### src/pbcg_defines.svh
`ifndef PBCG_DEFINES_SVH
`define PBCG_DEFINES_SVH

// ----------------------------------------------------------------
// Bus and register map
// ----------------------------------------------------------------
`define PBCG_ADDR_W 12
`define PBCG_DATA_W 32
`define PBCG_OFF_ENABLE 12'h000
`define PBCG_OFF_REQUEST 12'h004
`define PBCG_OFF_PENDING 12'h008

// ----------------------------------------------------------------
// Field layout of the enable register
// ----------------------------------------------------------------
`define PBCG_EXT_BIT 26
`define PBCG_DMA_BIT 24
`define PBCG_CONV_LSB 16
`define PBCG_CONV_MSB 19
`define PBCG_SER_LSB 0
`define PBCG_SER_MSB 15
`define PBCG_CONV_N 4
`define PBCG_SER_N 16
`define PBCG_GATE_N 22

// ----------------------------------------------------------------
// Masks and reset values
// ----------------------------------------------------------------
`define PBCG_FIELD_MASK 32'h050F_FFFF
`define PBCG_ENABLE_RST 32'h050F_FFFF
`define PBCG_ZERO_WORD 32'h0000_0000
`define PBCG_GATE_RST 22'h3F_FFFF
`define PBCG_CLK_HZ 40000000

`endif

### src/pbcg_pkg.sv
package pbcg_pkg;
  `include "pbcg_defines.svh"

  typedef struct packed {
    logic psel;
    logic penable;
    logic pwrite;
    logic [`PBCG_ADDR_W-1:0] paddr;
    logic [`PBCG_DATA_W-1:0] pwdata;
  } pbcg_apb_req_t;

  typedef struct packed {
    logic pready;
    logic pslverr;
    logic [`PBCG_DATA_W-1:0] prdata;
  } pbcg_apb_rsp_t;

  typedef struct packed {
    logic ext_bus_clk_en;
    logic dma_clk_en;
    logic [`PBCG_CONV_N-1:0] converter_clk_en;
    logic [`PBCG_SER_N-1:0] serial_chan_clk_en;
  } pbcg_enables_t;

  typedef enum logic [2:0] {
    PBCG_REG_ENABLE = 3'h1,
    PBCG_REG_REQUEST = 3'h2,
    PBCG_REG_PENDING = 3'h4
  } pbcg_reg_sel_t;
endpackage

### src/pbcg_clk_gate_cell.sv
`timescale 1ns/10ps
module pbcg_clk_gate_cell #(
  parameter logic RESET_EN = 1'b1
) (
  // Clock and reset
  input wire logic clock_i,
  input wire logic rst_n_i,
  // Control
  input wire logic enable_i,
  // Gated clock
  output logic gclk_o,
  output logic active_o
);
  logic en_low_reg;

  // ----------------------------------------------------------------
  // Enable held through the high phase
  // ----------------------------------------------------------------
  // Taken while the clock is low, so no high pulse is ever cut short
  always_ff @(negedge clock_i or negedge rst_n_i) begin
    if (!rst_n_i) begin
      en_low_reg <= RESET_EN;
    end else begin
      en_low_reg <= enable_i;
    end
  end

  assign gclk_o = clock_i & en_low_reg;
  assign active_o = en_low_reg;
endmodule

### src/pbcg_apb_front.sv
`timescale 1ns/10ps
`include "pbcg_defines.svh"
module pbcg_apb_front
  import pbcg_pkg::*;
(
  // Bus request
  input pbcg_pkg::pbcg_apb_req_t req_i,
  // Decoded strobes
  output logic setup_o,
  output logic access_o,
  output logic wr_accept_o,
  output logic [2:0] sel_o,
  output logic err_o
);
  function automatic logic [2:0] pbcg_decode(input logic [`PBCG_ADDR_W-1:0] a);
    case (a)
      `PBCG_OFF_ENABLE: pbcg_decode = PBCG_REG_ENABLE;
      `PBCG_OFF_REQUEST: pbcg_decode = PBCG_REG_REQUEST;
      `PBCG_OFF_PENDING: pbcg_decode = PBCG_REG_PENDING;
      default: pbcg_decode = 3'h0;
    endcase
  endfunction

  wire logic [2:0] hit_w;
  wire logic ro_write_w;

  assign hit_w = pbcg_decode(req_i.paddr);
  // Only the enable word accepts writes; status words refuse them
  assign ro_write_w = req_i.pwrite && (hit_w != PBCG_REG_ENABLE);
  assign setup_o = req_i.psel && !req_i.penable;
  assign access_o = req_i.psel && req_i.penable;
  assign sel_o = hit_w;
  assign err_o = access_o && ((hit_w == 3'h0) || ro_write_w);
  assign wr_accept_o = access_o && req_i.pwrite && (hit_w == PBCG_REG_ENABLE);
endmodule

### src/pbcg_gate_ctrl.sv
// Added by the designer: register access over APB and the placing of the registers.
`timescale 1ns/10ps
`include "pbcg_defines.svh"
// Operation
// - Bit 26 on passes the bus clock to the external bus interface, off blocks it.
// - The external bus enable reads 1 after reset.
// - With its clock blocked the external bus interface does nothing at all.
// - Bit 24 on clocks the DMA controller, off blocks its clock.
// - The DMA enable reads 1 after reset.
// - Bits 16 to 19 enable converter units 0 to 3 in order.
// - A converter bit on clocks its unit, off blocks it.
// - All four converter enables read 1 after reset.
// - Bits 15 to 0 enable serial channels 0 to 15, bit n for channel n.
// - A serial bit on clocks its channel, off blocks it.
// - All sixteen serial enables read 1 after reset.
// - Readback shows a new enable only once the clock change reached the peripheral.
module pbcg_gate_ctrl
  import pbcg_pkg::*;
#(
  parameter logic [31:0] IMPL_MASK = `PBCG_FIELD_MASK
) (
  // Clock and reset
  input wire logic clock_i,
  input wire logic rst_n_i,
  // Register bus
  input pbcg_pkg::pbcg_apb_req_t apb_req_i,
  output pbcg_pkg::pbcg_apb_rsp_t apb_rsp_o,
  // Gated peripheral clocks
  output logic ext_bus_clk_o,
  output logic dma_clk_o,
  output logic [`PBCG_CONV_N-1:0] converter_clk_o,
  output logic [`PBCG_SER_N-1:0] serial_chan_clk_o,
  // Applied enables
  output pbcg_pkg::pbcg_enables_t applied_o
);
  import pbcg_pkg::*;

  // ----------------------------------------------------------------
  // Declarations
  // ----------------------------------------------------------------
  logic [31:0] request_reg;
  logic [31:0] request_next;
  logic [31:0] applied_reg;
  logic [31:0] prdata_reg;
  logic [31:0] prdata_next;
  logic first_reg;
  wire logic setup_w;
  wire logic access_w;
  wire logic wr_accept_w;
  wire logic [2:0] sel_w;
  wire logic err_w;
  wire logic [31:0] wmask_w;
  wire logic [31:0] active_word_w;
  wire logic [31:0] pending_w;
  wire logic [`PBCG_GATE_N-1:0] gate_en_w;
  wire logic [`PBCG_GATE_N-1:0] gate_act_w;
  wire logic [`PBCG_GATE_N-1:0] gclk_w;
  wire logic [`PBCG_GATE_N-1:0] applied_lane_w;

  // Lane order: ext bus, DMA, converters, serial channels
  function automatic logic [`PBCG_GATE_N-1:0] pbcg_lanes(input logic [31:0] w);
    pbcg_lanes = {
      w[`PBCG_EXT_BIT],
      w[`PBCG_DMA_BIT],
      w[`PBCG_CONV_MSB:`PBCG_CONV_LSB],
      w[`PBCG_SER_MSB:`PBCG_SER_LSB]
    };
  endfunction

  // ----------------------------------------------------------------
  // Bus front end
  // ----------------------------------------------------------------
  pbcg_apb_front u_front (
    .req_i(apb_req_i),
    .setup_o(setup_w),
    .access_o(access_w),
    .wr_accept_o(wr_accept_w),
    .sel_o(sel_w),
    .err_o(err_w)
  );

  // ----------------------------------------------------------------
  // Requested enables
  // ----------------------------------------------------------------
  // Reserved and absent bits keep their reset value whatever is written
  assign wmask_w = `PBCG_FIELD_MASK & IMPL_MASK;
  assign request_next = wr_accept_w
    ? ((apb_req_i.pwdata & wmask_w) | (request_reg & ~wmask_w))
    : request_reg;

  always_ff @(posedge clock_i or negedge rst_n_i) begin
    if (!rst_n_i) begin
      request_reg <= `PBCG_ENABLE_RST;
    end else begin
      request_reg <= request_next;
    end
  end

  // ----------------------------------------------------------------
  // Gate bank
  // ----------------------------------------------------------------
  assign gate_en_w = {
    request_reg[`PBCG_EXT_BIT],
    request_reg[`PBCG_DMA_BIT],
    request_reg[`PBCG_CONV_MSB:`PBCG_CONV_LSB],
    request_reg[`PBCG_SER_MSB:`PBCG_SER_LSB]
  };

  // One cell per peripheral clock, all reset enabled
  // Falling-edge flop instead of a latch: same hold, simpler timing
  generate
    for (genvar g = 0; g < `PBCG_GATE_N; g++) begin : g_gate
      pbcg_clk_gate_cell #(
        .RESET_EN(1'b1)
      ) u_cell (
        .clock_i(clock_i),
        .rst_n_i(rst_n_i),
        .enable_i(gate_en_w[g]),
        .gclk_o(gclk_w[g]),
        .active_o(gate_act_w[g])
      );
    end
  endgenerate

  // A blocked clock leaves the interface with no edges to act on
  assign ext_bus_clk_o = gclk_w[`PBCG_GATE_N-1];
  assign dma_clk_o = gclk_w[`PBCG_GATE_N-2];
  assign converter_clk_o = gclk_w[`PBCG_SER_N +: `PBCG_CONV_N];
  assign serial_chan_clk_o = gclk_w[`PBCG_SER_N-1:0];

  // ----------------------------------------------------------------
  // Applied enables
  // ----------------------------------------------------------------
  assign active_word_w = {
    5'h00,
    gate_act_w[`PBCG_GATE_N-1],
    1'b0,
    gate_act_w[`PBCG_GATE_N-2],
    4'h0,
    gate_act_w[`PBCG_SER_N +: `PBCG_CONV_N],
    gate_act_w[`PBCG_SER_N-1:0]
  };

  // Sampled one edge after the gate took the enable, i.e. at the
  // first edge that the peripheral sees with the new setting
  always_ff @(posedge clock_i or negedge rst_n_i) begin
    if (!rst_n_i) begin
      applied_reg <= `PBCG_ENABLE_RST;
    end else begin
      applied_reg <= active_word_w;
    end
  end

  assign pending_w = request_reg ^ applied_reg;
  assign applied_lane_w = pbcg_lanes(applied_reg);
  assign applied_o.ext_bus_clk_en = applied_reg[`PBCG_EXT_BIT];
  assign applied_o.dma_clk_en = applied_reg[`PBCG_DMA_BIT];
  assign applied_o.converter_clk_en = applied_reg[`PBCG_CONV_MSB:`PBCG_CONV_LSB];
  assign applied_o.serial_chan_clk_en = applied_reg[`PBCG_SER_MSB:`PBCG_SER_LSB];

  // ----------------------------------------------------------------
  // Read data
  // ----------------------------------------------------------------
  // Loaded in the setup cycle so the bus sees a flop with no wait
  assign prdata_next = !setup_w ? prdata_reg :
    (sel_w == PBCG_REG_ENABLE) ? applied_reg :
    (sel_w == PBCG_REG_REQUEST) ? request_reg :
    (sel_w == PBCG_REG_PENDING) ? pending_w :
    `PBCG_ZERO_WORD;

  always_ff @(posedge clock_i or negedge rst_n_i) begin
    if (!rst_n_i) begin
      prdata_reg <= `PBCG_ZERO_WORD;
    end else begin
      prdata_reg <= prdata_next;
    end
  end

  assign apb_rsp_o.pready = 1'b1;
  assign apb_rsp_o.pslverr = err_w;
  assign apb_rsp_o.prdata = prdata_reg;

  // ----------------------------------------------------------------
  // Checks
  // ----------------------------------------------------------------
  always_ff @(posedge clock_i or negedge rst_n_i) begin
    if (!rst_n_i) begin
      first_reg <= 1'b1;
    end else begin
      first_reg <= 1'b0;
    end
  end

  AST_EXT_RESET: assert property (
    @(posedge clock_i) disable iff (!rst_n_i)
    first_reg |-> applied_reg[`PBCG_EXT_BIT] && request_reg[`PBCG_EXT_BIT])
    else $error("External bus enable not set after reset");

  AST_DMA_RESET: assert property (
    @(posedge clock_i) disable iff (!rst_n_i)
    first_reg |-> applied_reg[`PBCG_DMA_BIT] && gate_act_w[`PBCG_GATE_N-2])
    else $error("DMA enable not set after reset");

  AST_CONV_RESET: assert property (
    @(posedge clock_i) disable iff (!rst_n_i)
    first_reg |-> &applied_reg[`PBCG_CONV_MSB:`PBCG_CONV_LSB])
    else $error("Converter enables not all set after reset");

  AST_SER_RESET: assert property (
    @(posedge clock_i) disable iff (!rst_n_i)
    first_reg |-> &applied_reg[`PBCG_SER_MSB:`PBCG_SER_LSB])
    else $error("Serial enables not all set after reset");

  AST_EXT_FOLLOW: assert property (
    @(posedge clock_i) disable iff (!rst_n_i)
    wr_accept_w && wmask_w[`PBCG_EXT_BIT]
    |=> ##1 applied_reg[`PBCG_EXT_BIT] == $past(apb_req_i.pwdata[`PBCG_EXT_BIT], 2))
    else $error("External bus gate did not follow the written bit");

  AST_EXT_BLOCKED: assert property (
    @(posedge clock_i) disable iff (!rst_n_i)
    !applied_reg[`PBCG_EXT_BIT] && !request_reg[`PBCG_EXT_BIT]
    |-> !gate_act_w[`PBCG_GATE_N-1])
    else $error("External bus clock ran while blocked");

  AST_DMA_FOLLOW: assert property (
    @(posedge clock_i) disable iff (!rst_n_i)
    $changed(request_reg[`PBCG_DMA_BIT])
    |=> applied_o.dma_clk_en == $past(request_reg[`PBCG_DMA_BIT]))
    else $error("DMA gate did not follow its enable");

  AST_CONV_MAP: assert property (
    @(posedge clock_i) disable iff (!rst_n_i)
    $changed(request_reg[`PBCG_CONV_MSB:`PBCG_CONV_LSB])
    |=> applied_o.converter_clk_en == $past(request_reg[`PBCG_CONV_MSB:`PBCG_CONV_LSB]))
    else $error("Converter gates not mapped to their bits");

  AST_CONV_GATE: assert property (
    @(posedge clock_i) disable iff (!rst_n_i)
    ##1 gate_act_w[`PBCG_SER_N +: `PBCG_CONV_N]
      == request_reg[`PBCG_CONV_MSB:`PBCG_CONV_LSB])
    else $error("Converter gate state differs from its enable");

  AST_SER_MAP: assert property (
    @(posedge clock_i) disable iff (!rst_n_i)
    $changed(request_reg[`PBCG_SER_MSB:`PBCG_SER_LSB])
    |=> applied_o.serial_chan_clk_en == $past(request_reg[`PBCG_SER_MSB:`PBCG_SER_LSB]))
    else $error("Serial gates not mapped to their bits");

  AST_SER_GATE: assert property (
    @(posedge clock_i) disable iff (!rst_n_i)
    ##1 gate_act_w[`PBCG_SER_N-1:0] == request_reg[`PBCG_SER_MSB:`PBCG_SER_LSB])
    else $error("Serial gate state differs from its enable");

  AST_READ_LAG: assert property (
    @(posedge clock_i) disable iff (!rst_n_i)
    $changed(request_reg) |-> (applied_reg != request_reg) ##1 (pending_w == 32'h0000_0000)
      or ($changed(request_reg) ##1 $changed(request_reg)))
    else $error("Readback did not lag the gate by one edge");

  AST_GATE_ALIGN: assert property (
    @(posedge clock_i) disable iff (!rst_n_i)
    $changed(gate_act_w) |-> gate_act_w == pbcg_lanes(request_reg) && $changed(gate_en_w))
    else $error("Gate switched off the bus clock alignment");

  AST_RESERVED_ZERO: assert property (
    @(posedge clock_i) disable iff (!rst_n_i)
    ((request_reg & ~`PBCG_FIELD_MASK) == `PBCG_ZERO_WORD) [*2])
    else $error("Reserved bit became set");

  AST_ABSENT_HOLD: assert property (
    @(posedge clock_i) disable iff (!rst_n_i)
    wr_accept_w |=> ((request_reg ^ `PBCG_ENABLE_RST) & ~wmask_w) == 32'h0000_0000)
    else $error("Absent peripheral enable left its reset value");

  // ----------------------------------------------------------------
  // Bus and lane checks
  // ----------------------------------------------------------------
  AST_READY_HIGH: assert property (
    @(posedge clock_i) disable iff (!rst_n_i)
    access_w |-> apb_rsp_o.pready)
    else $error("Access phase without ready");

  AST_SLVERR_PHASE: assert property (
    @(posedge clock_i) disable iff (!rst_n_i)
    access_w && !(|sel_w) |-> apb_rsp_o.pslverr)
    else $error("Unmapped access not refused");

  AST_ERR_NO_EFFECT: assert property (
    @(posedge clock_i) disable iff (!rst_n_i)
    apb_rsp_o.pslverr |-> !wr_accept_w)
    else $error("Refused access was written");

  AST_REFUSED_WRITE: assert property (
    @(posedge clock_i) disable iff (!rst_n_i)
    !wr_accept_w |=> $stable(request_reg))
    else $error("Enable word changed without a write");

  AST_PRDATA_HOLD: assert property (
    @(posedge clock_i) disable iff (!rst_n_i)
    access_w |=> $stable(apb_rsp_o.prdata))
    else $error("Read data moved after the access");

  AST_READ_ENABLE: assert property (
    @(posedge clock_i) disable iff (!rst_n_i)
    setup_w && (sel_w == PBCG_REG_ENABLE) |=> apb_rsp_o.prdata == $past(applied_reg))
    else $error("Enable read did not return the applied value");

  AST_READ_REQUEST: assert property (
    @(posedge clock_i) disable iff (!rst_n_i)
    setup_w && (sel_w == PBCG_REG_REQUEST) |=> apb_rsp_o.prdata == $past(request_reg))
    else $error("Request read did not return the requested value");

  AST_READ_PENDING: assert property (
    @(posedge clock_i) disable iff (!rst_n_i)
    setup_w && (sel_w == PBCG_REG_PENDING) |=> apb_rsp_o.prdata == $past(pending_w))
    else $error("Pending read did not return the pending value");

  AST_READ_UNMAPPED: assert property (
    @(posedge clock_i) disable iff (!rst_n_i)
    setup_w && !(|sel_w) |=> apb_rsp_o.prdata == `PBCG_ZERO_WORD)
    else $error("Unmapped read returned data");

  AST_PENDING_IDLE: assert property (
    @(posedge clock_i) disable iff (!rst_n_i)
    $stable(request_reg) |-> pending_w == `PBCG_ZERO_WORD)
    else $error("Readback still pending on a steady request");

  AST_DMA_BLOCKED: assert property (
    @(posedge clock_i) disable iff (!rst_n_i)
    !applied_reg[`PBCG_DMA_BIT] && !request_reg[`PBCG_DMA_BIT]
    |-> !gate_act_w[`PBCG_GATE_N-2])
    else $error("DMA clock ran while blocked");

  // A lane off on both sides must keep its gate shut
  for (genvar g = 0; g < `PBCG_GATE_N; g++) begin : g_chk
    AST_LANE_OFF: assert property (
      @(posedge clock_i) disable iff (!rst_n_i)
      !applied_lane_w[g] && !gate_en_w[g] |-> !gate_act_w[g])
      else $error("Gated lane active while blocked");
  end
endmodule

### config.mk
export PLATFORM = sky130hd
export DESIGN_NAME = pbcg_gate_ctrl
export DESIGN_NICKNAME = d
export VERILOG_FILES = /design/src/pbcg_pkg.sv /design/src/pbcg_clk_gate_cell.sv /design/src/pbcg_apb_front.sv /design/src/pbcg_gate_ctrl.sv
export VERILOG_INCLUDE_DIRS = /design/src
export SDC_FILE = /design/constraint.sdc
export NUM_CORES = 1
export LEC_CHECK = 0
export BUFFER_PORTS_ARGS = -buffer_cell sky130_fd_sc_hd__buf_2
export CORE_MARGIN = 2
export CORE_UTILIZATION = 40
export CTS_BUF_LIST = sky130_fd_sc_hd__clkbuf_4
export DETAILED_ROUTE_END_ITERATION = 12
export PLACE_DENSITY = 0.77
export SLEW_MARGIN = 15
export SYNTH_ARGS = -nofsm -noshare
export SYNTH_HDL_FRONTEND = slang
export SYNTH_SLANG_ARGS = --single-unit
### constraint.sdc
create_clock -name clock_i -period 4.3 [get_ports clock_i]
set_input_delay 1.075 -clock clock_i [delete_from_list [all_inputs] [get_ports clock_i]]
set_output_delay 1.075 -clock clock_i [all_outputs]
set_load 0.01 [all_outputs]
==> results of run 1 <==
## cell usage after synthesis (2+ instances only)
library cell | n | area share (%)
a21oi_1 | 4 | 0.50
a22oi_1 | 2 | 0.38
a31o_2 | 15 | 3.3
a31oi_1 | 5 | 0.79
and2_1 | 24 | 3.8
and3_1 | 2 | 0.31
buf_4 | 31 | 5.8
buf_6 | 3 | 0.85
clkbuf_1 | 10 | 0.94
dfrtp_1 | 24 | 15
dfstp_2 | 66 | 44
inv_1 | 5 | 0.47
mux2_2 | 2 | 0.57
mux2_4 | 20 | 7.5
nand2_1 | 69 | 6.5
nand4_1 | 2 | 0.31
nor2_1 | 5 | 0.47
nor2b_1 | 2 | 0.31
nor3_1 | 3 | 0.38
nor4_1 | 3 | 0.47
o211ai_1 | 4 | 0.75
o21ai_0 | 19 | 2.4
o31ai_1 | 2 | 0.38
or4_4 | 2 | 0.57
xor2_1 | 2 | 0.44
## placed cells by master (no fill, tap or decap), types with 2 or more instances in the layout
master     n
buf_2     99
nand2_1   69
dfstp_2   66
inv_1     26
clkbuf_4  25
dfrtp_1   24
mux2_4    20
o21ai_0   19
and2_4    15
a31o_2    15
buf_6     15
and2_1     9
buf_4      7
nor2_1     5
a31oi_1    5
o211ai_1   4
a21oi_1    4
nor4_1     3
nor3_1     3
or4_4      2
and3_1     2
nor2b_1    2
nand4_1    2
o31ai_1    2
xor2_1     2
a22oi_1    2
mux2_2     2
inv_6      2
buf_12     2
## layout make-up
cell class / count / area, um^2
clock buffers: 47 / 392
fillers: 895 / 4740
clock inverters: 30 / 178
flip-flops and latches: 90 / 2330
multi-input cells: 199 / 1350
well taps: 133 / 166
inverters: 4 / 15.0
repair buffers: 101 / 553
## worst paths after layout
kind | from | end | slack [ns] | depth (start not counted)
worst max register to register | g_gate[6].u_cell.active_o | applied_reg[6] | 1.44 | 1
max in group asynchronous | rst_n_i | g_gate[3].u_cell.active_o | 1.38 | 2
worst max-delay path | g_gate[6].u_cell.active_o | serial_chan_clk_o[6] | -0.30 | 2
worst min register to register | prdata_reg[30] | prdata_reg[30] | 0.53 | 1
worst min-delay path | rst_n_i | prdata_reg[13] | 0.44 | 2
min in group clock_i | prdata_reg[30] | prdata_reg[30] | 0.53 | 1
## cells by family after synthesis
kind of cell,count (synthesis)
and+or+nand+nor,120
DFF,90
AOI/OAI and AO/OA,53
buffers and inverters,50
muxes,22
xor gates and xnor gates,3
other,1
## through the flow
step	util [%]	std cells	hold WS (ns)	total power [mW]
finish	51.3	604	0.436	1.82
global route	51.3	604	0.423	1.93
CTS	50.6	604	0.435	1.86
detailed placement	46.0	548	0.507	0.986
global placement	46.0	548	0.465	0.982
floorplan	-	339	0.524	0.965
## worst max-delay path, stage by stage (launching register included)
cell and delay, ns:
dfstp_2 0.54, and2_4 0.14, buf_6 0.09
## power by group
| part | switching (mW) | internal [mW] |
|---|---|---|
| clock | 0.501 | 0.386 |
| sequential | 0.00310 | 0.856 |
| combinational | 0.0478 | 0.0283 |
| total | 0.552 | 1.27 |
## metal layers
metal | wire, um | vias to the layer above | track usage, %
met2 | 4570 | 104 | 26.5
met4 | 375 | 0 | 15.6
li1 | - | 1367 | -
met3 | 619 | 31 | 7.55
met5 | 0 | - | 0
met1 | 3930 | 1407 | 20.2
## repair_timing
item	in CTS	in global routing
buffers inserted	2	0
endpoints found under the setup margin	44	44
gates resized for setup	17	14
pin swaps	20	1
==> flow_metrics.tcl, run 1 <==
set metrics [dict create \
    yosys.area_share.adder_pct 0 \
    clkSlewWorstSetupHoldPaths_ns 0.17 \
    place_ws_ns 0.338 \
    synthMuxAreaShare_pct 8.11 \
    avgSynthCellArea_um2 11.7 \
    synth_xor_area_share_pct 0.660 \
    p_leak_nw 2.41 \
    placed_area_um2 4480 \
    die_w_um 104 \
    syn_to_final_growth_pct 25.2 \
    worst_ep_arrival_time_ns 3.53 \
    gr-usage-all-layers_pct 18.1 \
    drc 0 \
    cts_tree "yes" \
    firstDrtPassIters 4 \
    ys_types 38 \
    required_ns 3.22 \
    path_max_fanout 2 \
    cts_hold_buf 0 \
    worstSkewPairLatency_ns 0.61 \
    via_per_inst 4.82 \
    synth_top_family_by_area "simple AND/OR/NAND/NOR gates" \
    row_count 36 \
    synth_ff_type "dfstp_2" \
    grt_setup_unrepaired "true" \
    synth_nets 388 \
    synth-compound-area-share_pct 8.89 \
    core_um2 9730 \
    layout_setup_ws_ns -0.305 \
    crit_path_end_kind "output pin" \
    p_per_area_nw_per_um2 365 \
    die_h_um 104 \
    ys_ff_latch 90 \
    ys_seq_area_share_pct 58.6 \
    status "finished with violations" \
    final_layout_size_suffix_gt1_share_pct 59.2 \
    drt_iter0_markers 88 \
    wl_per_cell_um 15.7 \
    peakVddDrop_mv 0.216 \
    num_vias 2909 \
    synthSimpleGateAreaFrac_pct 15.2 \
    relSlewSlack_pct 23.6 \
    worst_slew_pin_slew_ns 1.15 \
    critical_path_class "reg2out" \
    wirelength_um 9490 \
    drv_slew 0 \
    grt_max_degree 48 \
    ys_async_sr_fraction_pct 100 \
    globalplace.congestion 0.749 \
    design_area_um2 4990 \
    synth_edf_count 0 \
    fp.dieArea_um2 10800 \
    ios 127 \
    cap_violations 0 \
    antenna_found_initial 0 \
    netlist_area_um2 3980 \
    synth.yosys.warnings 0 \
    skew_ns 0.0600 \
    grt_pass1_vias 3255 \
    start_util_pct 40.9 \
    final_nets 509 \
    fin_tns_setup_ns -6.01 \
    hp-class "in2async" \
    dpl.hpwl_um 6080 \
    failed_checks "setup timing" \
    hold_violations 0 \
    setup_viol 44 \
    synthCells 339 \
    port_buffers 115 \
    grt_pass1_wl_um 15100 \
    largest_reg_flops 24 \
    ant_nets 0 \
    overflow 0 \
    antenna_cells 0 \
    worstSetupStartpointType "flip-flop" \
]
No activity file was read; power rests on OpenSTA's default activity.
==> run 2, diff against run 1 <==
- CORE_ASPECT_RATIO: default -> 0.8
- CORE_UTILIZATION: 40 -> 52
- PLACE_DENSITY: 0.77 -> 0.93
==> run 2 against run 1 <==
The run still ends with setup timing left. Cell count is 4.5% lower. Register-to-register slack is essentially flat. Highest routed layer unchanged. Largest cell class unchanged. Worst setup slack improved by 0.0072 ns. Critical path depth unchanged. Critical endpoint is now serial_chan_clk_o[12].
==> flow_metrics.tcl, run 2 (synthesized netlist as in run 1, its figures left out) <==
set metrics [dict create \
    p_comb_share_pct 4.2 \
    relSlewSlack_pct 30.0 \
    ant_nets 0 \
    antenna_cells 0 \
    port_buffers 115 \
    fin_tns_setup_ns -5.67 \
    path_buf_inv 1 \
    finalPower_mw 1.79 \
    path_depth 2 \
    wirelength_um 9040 \
    ios 127 \
    path_max_fanout 2 \
    hold_violations 0 \
    critical_path.top_delay_family "flip-flops" \
    worst_slew_pin_slew_ns 1.05 \
    firstDrtPassIters 4 \
    syn_to_final_growth_pct 23.6 \
    setup_viol 44 \
    peakVddDrop_mv 0.227 \
    gr-usage-all-layers_pct 22.1 \
    overflow 0 \
    fin_cells 577 \
    drt_iter0_markers 84 \
    crit_chain "and2_4 > buf_6" \
    antenna_found_initial 0 \
    p_per_area_nw_per_um2 363 \
    crit_path_end_kind "output pin" \
    dpl.hpwl_um 5770 \
    hp-class "in2async" \
    skew_ns 0.0544 \
    globalplace.congestion 0.748 \
    cts_tree "yes" \
    num_vias 2925 \
    row_count 28 \
    fill_cells 583 \
    required_ns 3.22 \
    via_per_inst 5.07 \
    cap_violations 0 \
    layout_setup_ws_ns -0.298 \
    grt_setup_unrepaired "true" \
    grt_pass1_vias 2986 \
    drc 0 \
    cts_hold_buf 0 \
    intPower_mw 1.22 \
    fp.dieArea_um2 8380 \
    clkSlewWorstSetupHoldPaths_ns 0.17 \
    status "finished with violations" \
    largest_reg_flops 24 \
    final_cell_mix "101 x buf_2, 69 x nand2_1, 66 x dfstp_2" \
    wl_per_cell_um 15.7 \
    grt_pass1_wl_um 13600 \
    die_h_um 82.3 \
    drv_slew 0 \
    worst_ep_arrival_time_ns 3.52 \
    start_util_pct 53.6 \
    p_leak_nw 2.41 \
    failed_checks "setup timing" \
    r2r_cells 1 \
    grt_max_degree 50 \
    critPathMaxStageDelay_ns 0.54 \
    clkPwrFrac_pct 47.7 \
    critPathSlowestCell "dfstp_2" \
    core_um2 7430 \
    final_nets 510 \
    multi_input_comb_area_um2 1340 \
    power.share.switching_pct 31.7 \
    die_w_um 102 \
    layout_commonest_cell "buf_2" \
    place_inst 518 \
    final_layout_size_suffix_gt1_share_pct 58.7 \
    worstSkewPairLatency_ns 0.60 \
    critical_path_class "reg2out" \
    switching_power_mw 0.565 \
    holdWs_ns 0.470 \
    regArea_um2 2330 \
    seqPwrFrac_pct 48.1 \
    utilization_pct 66.3 \
    worstSetupStartpointType "flip-flop" \
]
-- run 2: final timing paths --
check	startpoint	to	slack, ns
min in group clock_i	prdata_reg[30]	prdata_reg[30]	0.51
max in group asynchronous	rst_n_i	g_gate[17].u_cell.active_o	1.38
hold / removal	rst_n_i	prdata_reg[2]	0.47
setup reg to reg	g_gate[12].u_cell.active_o	applied_reg[12]	1.43
setup / recovery	g_gate[12].u_cell.active_o	serial_chan_clk_o[12]	-0.30
hold reg to reg	prdata_reg[30]	prdata_reg[30]	0.51
-- run 2: layout make-up --
cell class | instances | share of cell area [%]
Clock inverter | 30 | 3.35
Clock buffer | 47 | 7.62
Tap cell | 105 | 2.67
Timing Repair Buffer | 102 | 11.4
Sequential cell | 90 | 47.4
Inverter | 4 | 0.305
Multi-Input combinational cell | 199 | 27.2
-- run 2: power groups by stage --
stage	clock, mW	sequential (mW)	combinational [mW]
after global routing	0.940	0.860	0.0832
after global placement	0.0361	0.871	0.0725
final	0.851	0.860	0.0745
after floorplan	0.0674	0.874	0.0238
after CTS	0.875	0.859	0.0758
after detailed placement	0.0361	0.872	0.0757
-- run 2: per-layer routing --
layer / vias up / track usage, % / wire length, um
met1: 1406 / 25.4 / 3700
met4: 0 / 15.1 / 299
met3: 27 / 9.76 / 725
met5: - / 0 / 0
met2: 120 / 33.4 / 4310
li1: 1372 / - / -
-- run 2: what timing repair did --
action | in CTS | in global routing
pin swaps | 20 | 2
gates resized for setup | 16 | 10
setup buffers | 5 | 0
setup endpoints to repair | 44 | 44
-- run 2: through the flow --
stage / worst slack (ns) / area, um^2
6_report: -0.298 / 4920
5_1_grt: -0.373 / 4920
4_1_cts: -0.329 / 4880
3_5_place_dp: 0.336 / 4430
3_3_place_gp: 0.355 / 4430
2_1_floorplan: 0.358 / 3980
